<file path="config.mk">
export PLATFORM = sky130hd
export DESIGN_NAME = asp_sram_port
export DESIGN_NICKNAME = d
export VERILOG_FILES = /design/src/asp_clk_sync.v /design/src/asp_sram_port.v
export VERILOG_INCLUDE_DIRS = /design/src /design/src/src
export SDC_FILE = /design/constraint.sdc
export NUM_CORES = 1
export LEC_CHECK = 0
export ABC_CLOCK_PERIOD_IN_PS = 5050
export BUFFER_PORTS_ARGS = -buffer_cell sky130_fd_sc_hd__buf_2
export CORE_MARGIN = 3
export CORE_UTILIZATION = 44
export CTS_BUF_LIST = sky130_fd_sc_hd__clkbuf_16
export DETAILED_ROUTE_END_ITERATION = 12
export PLACE_DENSITY = 0.8
export REMOVE_ABC_BUFFERS = 1
export SYNTH_ARGS = -nofsm -noshare
export SYNTH_HDL_FRONTEND = slang
export SYNTH_HIERARCHICAL = 1
export SYNTH_SLANG_ARGS = --single-unit
</file>
<file path="constraint.sdc">
create_clock -name mclk -period 5.05 [get_ports mclk]
set_input_delay 1.01 -clock mclk [delete_from_list [all_inputs] [get_ports mclk]]
set_output_delay 1.01 -clock mclk [all_outputs]
set_load 0.02 [all_outputs]
</file>
<file path="src/asp_map.vh">
// constants for the asynchronous and burst sram port
// assumes inclusion by the port modules only
`ifndef ASP_MAP_VH
`define ASP_MAP_VH

// --------------------------------------------------
// timing
// --------------------------------------------------
`define ASP_MCLK_PERIOD_NS  40
`define ASP_MEMCLK_PERIOD_NS 320

// --------------------------------------------------
// burst sram
// --------------------------------------------------
`define ASP_BURST_LEN      4
`define ASP_BURST_RD_LAT   2

// --------------------------------------------------
// reset values
// --------------------------------------------------
`define ASP_RST_PIN_N      1'h1
`define ASP_RST_DATA      32'h00000000
`define ASP_RST_ADDR      20'h00000

`endif

</file>
<file path="src/asp_clk_sync.v">
// memory clock divider and input synchronisers for the sram port
// assumes mclk is the only clock; ready and read data come from pins
`timescale 1ns/1ps
module asp_clk_sync #(
   parameter HALF = 4,
   parameter DW   = 32
) (
   // clock and reset
   input  wire          mclk,
   input  wire          rstn,
   // pins in
   input  wire          readyIn,
   input  wire [DW-1:0] dataIn,
   // to the sequencer
   output reg           memClk,
   output wire          tick,
   output reg           readySync,
   output reg  [DW-1:0] dataSync
);

   reg [7:0]    divCnt_r;
   reg          readyMeta_r;
   reg [DW-1:0] dataMeta_r;

   // --------------------------------------------------
   // divider; tick marks the memory clock rising edge
   // --------------------------------------------------
   assign tick = (divCnt_r == HALF[7:0] - 8'h01) && !memClk;

   always @(posedge mclk or negedge rstn) begin
      if (!rstn) begin
         divCnt_r <= 8'h00;
         memClk   <= 1'h0;
      end else if (divCnt_r == HALF[7:0] - 8'h01) begin
         divCnt_r <= 8'h00;
         memClk   <= !memClk;
      end else begin
         divCnt_r <= divCnt_r + 8'h01;
      end
   end

   // --------------------------------------------------
   // two-stage synchronisers
   // --------------------------------------------------
   always @(posedge mclk or negedge rstn) begin
      if (!rstn) begin
         readyMeta_r <= 1'h0;
         readySync   <= 1'h0;
         dataMeta_r  <= {DW{1'h0}};
         dataSync    <= {DW{1'h0}};
      end else begin
         readyMeta_r <= readyIn;
         readySync   <= readyMeta_r;
         dataMeta_r  <= dataIn;
         dataSync    <= dataMeta_r;
      end
   end

endmodule // asp_clk_sync

</file>
<file path="src/asp_sram_port.v">
// asynchronous and burst sram sequencer for one chip space
// assumes a requester on mclk and memory pins outside the mclk domain
// Contract
// - read selects valid setup periods before strobe
// - read selects held hold periods after strobe
// - write selects, data valid setup before strobe
// - write selects, data held hold after strobe
// - six timing counts come from configuration
// - select group: cs, lanes, address, oe, data
// - read data captured at strobe rise
// - ready synchronised, acted on at sampling edge
// - async: shared pins are oe, read, write
// - burst: shared pins are ads, oe, we
// - incrementing four-word bursts, first address only
// - new address strobe interrupts burst, no gaps
// - burst signals launched, sampled on clock rise
`timescale 1ns/1ps
`include "asp_map.vh"
module asp_sram_port #(
   parameter CW = 4
) (
   // clock and reset
   input  wire          mclk,
   input  wire          rstn,
   // timing configuration
   input  wire [CW-1:0] readSetupCount,
   input  wire [CW-1:0] readStrobeCount,
   input  wire [CW-1:0] readHoldCount,
   input  wire [CW-1:0] writeSetupCount,
   input  wire [CW-1:0] writeStrobeCount,
   input  wire [CW-1:0] writeHoldCount,
   input  wire          burstMode,
   // request side
   input  wire          reqValid,
   input  wire          reqWrite,
   input  wire [19:0]   reqAddr,
   input  wire [3:0]    reqByteEn,
   input  wire [31:0]   reqWdata,
   output reg           reqAck,
   output reg           rspValid,
   output reg  [31:0]   rspData,
   output reg           busy,
   // memory pins
   output wire          memClockOut,
   output reg           chipSpaceSelectN,
   output reg  [3:0]    byteLaneEnableN,
   output reg  [19:0]   wordAddressOut,
   output reg           sharedOeN,
   output reg           sharedStbN,
   output reg           sharedWeN,
   output reg  [31:0]   memDataOut,
   output reg           memDataOeN,
   input  wire [31:0]   memDataIn,
   input  wire          asyncReadyIn
);

   localparam HALF = `ASP_MEMCLK_PERIOD_NS / (2 * `ASP_MCLK_PERIOD_NS);
   localparam LAT  = `ASP_BURST_RD_LAT;

   localparam ST_IDLE   = 3'h0;
   localparam ST_SETUP  = 3'h1;
   localparam ST_STROBE = 3'h2;
   localparam ST_HOLD   = 3'h3;
   localparam ST_BURST  = 3'h4;

   wire          tick;
   wire          readySync;
   wire [31:0]   dataSync;
   reg  [2:0]    state_r;
   reg  [CW-1:0] cnt_r;
   reg           isWrite_r;
   reg  [1:0]    beat_r;
   reg  [19:0]   nextAddr_r;
   reg  [LAT-1:0] rdPipe_r;
   reg           contBeat;

   // counts of zero behave as one period
   function [CW-1:0] loadCnt;
      input [CW-1:0] v;
      begin
         loadCnt = (v == {CW{1'h0}}) ? {CW{1'h0}} : v - {{(CW-1){1'h0}}, 1'h1};
      end
   endfunction

   // --------------------------------------------------
   // memory clock and synchronisers
   // --------------------------------------------------
   asp_clk_sync #(
      .HALF (HALF),
      .DW   (32)
   ) u_clk_sync (
      .mclk      (mclk),
      .rstn      (rstn),
      .readyIn   (asyncReadyIn),
      .dataIn    (memDataIn),
      .memClk    (memClockOut),
      .tick      (tick),
      .readySync (readySync),
      .dataSync  (dataSync)
   );

   // burst continues without a new strobe when address follows on
   always @* begin
      contBeat = reqValid && (reqWrite == isWrite_r) && (reqAddr == nextAddr_r)
                 && (beat_r != 2'h3);
   end

   // --------------------------------------------------
   // sequencer; every pin and state change sits on a tick, reqAck and rspValid clear on the next mclk
   // --------------------------------------------------
   always @(posedge mclk or negedge rstn) begin
      if (!rstn) begin
         state_r          <= ST_IDLE;
         cnt_r            <= {CW{1'h0}};
         isWrite_r        <= 1'h0;
         beat_r           <= 2'h0;
         nextAddr_r       <= `ASP_RST_ADDR;
         rdPipe_r         <= {LAT{1'h0}};
         reqAck           <= 1'h0;
         rspValid         <= 1'h0;
         rspData          <= `ASP_RST_DATA;
         busy             <= 1'h0;
         chipSpaceSelectN <= `ASP_RST_PIN_N;
         byteLaneEnableN  <= 4'hF;
         wordAddressOut   <= `ASP_RST_ADDR;
         sharedOeN        <= `ASP_RST_PIN_N;
         sharedStbN       <= `ASP_RST_PIN_N;
         sharedWeN        <= `ASP_RST_PIN_N;
         memDataOut       <= `ASP_RST_DATA;
         memDataOeN       <= 1'h1;
      end else begin
         reqAck   <= 1'h0;
         rspValid <= 1'h0;
         if (tick) begin
            case (state_r)
               ST_IDLE: begin
                  if (reqValid && burstMode) begin
                     state_r <= ST_BURST;
                  end else if (reqValid) begin
                     // present select group, setup phase starts
                     reqAck           <= 1'h1;
                     busy             <= 1'h1;
                     isWrite_r        <= reqWrite;
                     chipSpaceSelectN <= 1'h0;
                     byteLaneEnableN  <= ~reqByteEn;
                     wordAddressOut   <= reqAddr;
                     sharedOeN        <= reqWrite;
                     memDataOut       <= reqWdata;
                     memDataOeN       <= !reqWrite;
                     cnt_r            <= reqWrite ? loadCnt(writeSetupCount)
                                                  : loadCnt(readSetupCount);
                     state_r          <= ST_SETUP;
                  end
               end
               ST_SETUP: begin
                  if (cnt_r == {CW{1'h0}}) begin
                     sharedStbN <= isWrite_r;
                     sharedWeN  <= !isWrite_r;
                     cnt_r      <= isWrite_r ? loadCnt(writeStrobeCount)
                                             : loadCnt(readStrobeCount);
                     state_r    <= ST_STROBE;
                  end else begin
                     cnt_r <= cnt_r - {{(CW-1){1'h0}}, 1'h1};
                  end
               end
               ST_STROBE: begin
                  if (cnt_r != {CW{1'h0}}) begin
                     cnt_r <= cnt_r - {{(CW-1){1'h0}}, 1'h1};
                  end else if (readySync) begin
                     sharedStbN <= 1'h1;
                     sharedWeN  <= 1'h1;
                     if (!isWrite_r) begin
                        rspValid <= 1'h1;
                        rspData  <= dataSync;
                     end
                     cnt_r   <= isWrite_r ? loadCnt(writeHoldCount)
                                          : loadCnt(readHoldCount);
                     state_r <= ST_HOLD;
                  end
               end
               ST_HOLD: begin
                  if (cnt_r == {CW{1'h0}}) begin
                     chipSpaceSelectN <= 1'h1;
                     byteLaneEnableN  <= 4'hF;
                     sharedOeN        <= 1'h1;
                     memDataOeN       <= 1'h1;
                     busy             <= 1'h0;
                     state_r          <= ST_IDLE;
                  end else begin
                     cnt_r <= cnt_r - {{(CW-1){1'h0}}, 1'h1};
                  end
               end
               ST_BURST: begin
                  // read data returns a fixed number of rises later
                  rdPipe_r <= {rdPipe_r[LAT-2:0], 1'h0};
                  if (rdPipe_r[LAT-1]) begin
                     rspValid <= 1'h1;
                     rspData  <= dataSync;
                  end
                  if (reqValid && burstMode) begin
                     reqAck           <= 1'h1;
                     busy             <= 1'h1;
                     isWrite_r        <= reqWrite;
                     chipSpaceSelectN <= 1'h0;
                     byteLaneEnableN  <= ~reqByteEn;
                     nextAddr_r       <= reqAddr + 20'h00001;
                     sharedOeN        <= reqWrite;
                     sharedWeN        <= !reqWrite;
                     memDataOut       <= reqWdata;
                     memDataOeN       <= !reqWrite;
                     rdPipe_r[0]      <= !reqWrite;
                     if (contBeat && !(state_r == ST_BURST && busy == 1'h0)) begin
                        sharedStbN <= 1'h1;
                        beat_r     <= beat_r + 2'h1;
                     end else begin
                        sharedStbN     <= 1'h0;
                        wordAddressOut <= reqAddr;
                        beat_r         <= 2'h0;
                     end
                  end else begin
                     chipSpaceSelectN <= 1'h1;
                     byteLaneEnableN  <= 4'hF;
                     sharedStbN       <= 1'h1;
                     sharedWeN        <= 1'h1;
                     memDataOeN       <= 1'h1;
                     busy             <= 1'h0;
                     if (!rdPipe_r[LAT-2] || !sharedOeN) begin
                        if (rdPipe_r == {LAT{1'h0}}) begin
                           sharedOeN <= 1'h1;
                           state_r   <= ST_IDLE;
                        end
                     end
                  end
               end
               default: begin
                  state_r <= ST_IDLE;
               end
            endcase
         end
      end
   end

endmodule // asp_sram_port

</file>
Word-level counts from Yosys, hierarchy flattened --
Index checks and enable logic that the tools add are counted.
Storage, ports and cells: input bits 118, memories 0, bits in registers 203, memory bits (writable) 0, logic and storage cells 189, memory bits (read-only) 0, latch bits 0
Operators by class: shift-type cells 0, $lt $le $gt $ge 0, multiplexer cells 88, $mul 0, divide/modulo/power cells 0, bitwise gates (word level) 2, add/sub/neg operators 10, eq/ne operators 26, reductions and logical operators 39
Operators by type and width (number):
- $mux 32 | 7
- $pmux 32 s2 | 2
- $mux 20 | 4
- $mux 4 | 19
- $pmux 20 s2 | 1
- $mux 1 | 32
- $logic_not 4->1 | 7
- $sub 4x1->4 const B | 7
- $mux 3 | 9
- $ne 2x2->1 const B | 12
- $add 20x1->20 const B | 1
- $eq 20x20->1 | 1
- $pmux 1 s3 | 6
- $reduce_and 6->1 | 3
- $pmux 4 s4 | 1
- $pmux 3 s5 | 1
- $reduce_and 5->1 | 3
- $pmux 4 s3 | 1
- $ne 3x2->1 const B | 3
- $reduce_and 9->1 | 1
- $add 8x1->8 const B | 1
- $eq 8x2->1 const B | 1
- $mux 8 | 1
- $reduce_bool 4->1 | 2
- 21 further kinds | 39

Longest topological paths before layout --
word-level depth 8, gate-level depth with buffers 9

Modules after synthesis --
The synthesis kept the hierarchy.
Modules (own cells, without submodules):
- asp_sram_port | times used 1, area each 6358.6 um^2, cells an instance 611, sequential area each 3214.3 um^2
- asp_clk_sync | times used 1, area each 2040.7 um^2, cells an instance 97, sequential area each 1876.8 um^2

Worst setup path before layout --
Ideal clock, no wire load.
path kind input -> register, start input reqWrite, end register wordAddressOut[0], data required time 4925 ps, setup slack 2477 ps, stages 7, arrival 2448 ps, library setup time 125 ps, cells stage by stage buf_6 > xor2_1 > a2111o_1 > nor3_4 > a41oi_2 > buf_6 > mux2_4
On the way: word-level cells in the longest chain between the ends 7
RTL lines:
- start, declared | line asp_sram_port.v:35 | input wire reqWrite,
- $eq 1x1->1 | line asp_sram_port.v:104 | contBeat = reqValid && (reqWrite == isWrite_r) && (reqAddr == nextAddr_r)
- $logic_and 1x1->1 (2 in series) | line asp_sram_port.v:104
- $logic_and 1x1->1 | line asp_sram_port.v:105 | && (beat_r != 2'h3);
- $logic_and 1x1->1 | line asp_sram_port.v:212 | if (contBeat && !(state_r == ST_BURST && busy == 1'h0)) begin
- $ne 2x2->1 (no source line)
- $reduce_and 6->1 (no source line)
- end signal, assigned | line asp_sram_port.v:125 | wordAddressOut <= `ASP_RST_ADDR;
- end signal, assigned | line asp_sram_port.v:146 | wordAddressOut <= reqAddr;
- end signal, assigned | line asp_sram_port.v:217 | wordAddressOut <= reqAddr;
- end, declared | line asp_sram_port.v:47 | output reg [19:0] wordAddressOut,
Every way passes these cells. A chain may end at the register's enable or synchronous reset.

Worst setup path in the final report --
start register u_clk_sync.divCnt_r[0], end register wordAddressOut[17]
On the way: word-level cells in the longest chain between the ends 3
RTL lines:
- start, declared | line asp_clk_sync.v:21 | reg [7:0] divCnt_r;
- start signal, assigned | line asp_clk_sync.v:38 | divCnt_r <= divCnt_r + 8'h01;
- $eq 8x2->1 | line asp_clk_sync.v:28 | assign tick = (divCnt_r == HALF[7:0] - 8'h01) && !memClk;
- $logic_and 1x1->1 | line asp_clk_sync.v:28
- via tick | line asp_sram_port.v:66 | wire tick;
- $reduce_and 6->1 (no source line)
The timed path passes the listed nets, and every way through them passes these cells.

==> flow_summary.ini <==
[pwr]
p_per_area_nw_per_um2 = 355.3
ir_worst_vdd_mv = 0.2120
p_leak_nw = 5.241

[grt]
grt_max_degree = 107
grt_overflow_total = 0
gr-usage-met3_pct = 3.902
grt_use_met1_pct = 23.44
grt_usage_pct = 17.31
grt_antenna_before_repair = 0
grt_pass1_wl_um = 29610
grt.met2_usage_pct = 28.64
grt_pass1_vias = 6053
top_usage_layer = met2

[critical_path]
crit_type = reg -> reg
cp_cell_sequence = ha_1 > nand4b_2 > nor2_1 > nand4_1 > buf_4 > a41oi_4 > mux2_4
cp.arrival_ps = 3640
critPathMaxStageDelay_ps = 910
cp-end-kind = flip-flop
cp_slowest_cell = a41oi_4
path_max_fanout = 35
start_kind = flip-flop
critPathRequiredTime_ps = 5440

[logic_synthesis]
netlist_instances = 708
ys_ff_latch = 203
synth-main-ff-cell = dfrtp_1
synth.distinct_cells = 64
ys_seq_area_share_pct = 60.61
synth_top_area_share_pct = 57.80
synthArstFlopShare_pct = 100.0
yosys_warnings = 6
ys_top_cells_by_area = dfrtp_1, nand2_1, xnor2_1
yosys.area.top_type = dfrtp_1
synthesis.area_um2 = 8399
synth_edf_count = 0
avgSynthCellArea_um2 = 11.86

[timing]
hold_viol = 0
min_period_over_period_pct = 64.33
drv_slew = 0
worst_pin_slew_ps = 1104
setup_viol = 0
max-slew-margin-rel_pct = 26.24
finClkSkew_ps = 19.44
timing.final.crit_period_ps = 3249
fmax_mhz = 307.8
grt_setup_unrepaired = no
whs_ps = 339.2
tns_ps = 0

[floorplanning]
io_pins = 215
die_h_um = 144.2
dieArea_um2 = 20780
core_um2 = 18330
num_rows = 49
start_util_pct = 45.82
die_w_um = 144.2

[placed_design]
gp_congestion = 0.8798
portBuffers = 214
dpl.cell_count = 1124
hpwl_um = 12840

[cts]
clk_pin_slew_ps = 60
clockBufferDepth = 3
htree_levels = 1
post_cts_buffers = 0
cts_buffers = 22
hold_buffers = 0
clock_sinks = 203
clock-root-buffer = clkbuf_16
cts_tree = yes
clk_latency_ps = 510
post_cts_resized = 0

[cells_and_area]
final_nets = 1050
areaGrowthSynthToFinish_pct = 23.76
final_cell_mix = buf_2, dfrtp_1, nand2_1
layout.cells.most_common = buf_2
finalNonFillerCells = 1164
drive_gt1_share_pct = 31.23
n_antenna_cell = 0

[detailed_routing]
vias = 5971
vias_per_cell = 5.130
drc_errors = 0
drt_iter0_drc = 214
detail-route-antenna-nets = 0
wl_per_cell_um = 15.62
drt-pass1-iter-count = 6
wl_um = 18180

[status]
status = finished clean

[run]
cap_violations = 0

[worst_hold_path]
hold_path.class = reg -> reg
==> final timing paths <==
kind,slack (ps),depth (start not counted),startpoint,to
max,1800,7,u_clk_sync/divCnt_r[0]$_DFF_PN0_,wordAddressOut[17]$_DFFE_PN0P_
min,340,0,u_clk_sync/dataMeta_r[28]$_DFF_PN0_,u_clk_sync/dataSync[28]$_DFF_PN0_
max reg2reg,1800,7,u_clk_sync/divCnt_r[0]$_DFF_PN0_,wordAddressOut[17]$_DFFE_PN0P_
min reg2reg,340,0,u_clk_sync/dataMeta_r[28]$_DFF_PN0_,u_clk_sync/dataSync[28]$_DFF_PN0_
max in group asynchronous,3450,2,rstn,chipSpaceSelectN$_DFFE_PN1P_
min in group asynchronous,590,1,rstn,u_clk_sync/dataSync[19]$_DFF_PN0_
==> final cells by class <==
cell class | count | area (um2)
clock inverters | 18 | 190.2
flip-flops and latches | 203 | 5091
clock buffers | 22 | 550.5
fillers | 1508 | 7936
well taps | 229 | 286.5
repair buffers | 217 | 1115
multi-input cells | 452 | 3075
inverters | 23 | 86.33
==> per-stage QoR <==
stage / total power [W] / util [%] / setup slack (ps) / cell area, um2
after global routing: 0.003850 / 56.71 / 1632 / 10400
after global placement: 0.002112 / 52.67 / 1949 / 9654
final: 0.003693 / 56.71 / 1801 / 10400
after CTS: 0.003736 / 56.71 / 1834 / 10400
after floorplan: 0.001948 / - / 1304 / 8234
after detailed placement: 0.002122 / 52.67 / 1859 / 9654
==> report_power, final <==
group / switching (W) / leakage [nW] / internal, W
Combinational: 0.000203 / 2.29 / 0.000141
Clock: 0.000643 / 0.367 / 0.000956
Sequential: 0.0000478 / 2.58 / 0.00170
Total: 0.000894 / 5.24 / 0.00280
==> registers in the layout, summed over array words and instances, names as in the netlist, 2 cells and up <==
signal and cells:
memDataOut 32, u_clk_sync/divCnt_r 8, nextAddr_r 20, cnt_r 4, rdPipe_r 2, u_clk_sync/dataSync 32, byteLaneEnableN 4, u_clk_sync/dataMeta_r 32
wordAddressOut 20, beat_r 2, state_r 3, rspData 32
==> critical path, delay by kind of cell, from the launching register on <==
kind	cells	cell delay, ps
adder cells (fa/ha/maj)	1	290
multiplexers	1	360
AO/OA/AOI/OAI	1	910
buffers and inverters	1	300
flip-flops	1	410
AND/OR/NAND/NOR	3	860
==> synth_stat cells, types with 3 or more instances <==
| master | instances |
|---|---|
| a21oi_1 | 14 |
| buf_2 | 3 |
| and4_1 | 3 |
| dfstp_2 | 9 |
| mux2i_1 | 4 |
| nand4_1 | 11 |
| nand2_1 | 140 |
| nor2b_1 | 4 |
| o32ai_1 | 6 |
| mux2_1 | 34 |
| xnor2_1 | 44 |
| nor3b_1 | 3 |
| nor2_1 | 26 |
| clkbuf_1 | 20 |
| o21ai_0 | 8 |
| a31oi_1 | 3 |
| mux2_4 | 20 |
| nor3_1 | 10 |
| inv_1 | 19 |
| ha_1 | 13 |
| o21ai_1 | 24 |
| and3_1 | 6 |
| nand3_1 | 16 |
| xor2_1 | 8 |
| o31ai_1 | 5 |
| buf_6 | 6 |
| o22ai_1 | 4 |
| dfrtp_1 | 194 |
| inv_2 | 3 |
==> cells by family after synthesis <==
kind of cell / synth area share [%]
adders and majority gates: 1.937
AOI/OAI and AO/OA: 7.314
xor gates and xnor gates: 5.422
DFF: 60.61
and+or+nand+nor: 12.84
buffers and inverters: 2.994
muxes: 8.878
==> routing by layer <==
metal	up-vias	routed length (um)
met1	2872	7811
met3	33	1393
met4	0	318
met2	223	8656
li1	2843	-
met5	-	0
No activity file was read; power rests on OpenSTA's default activity.
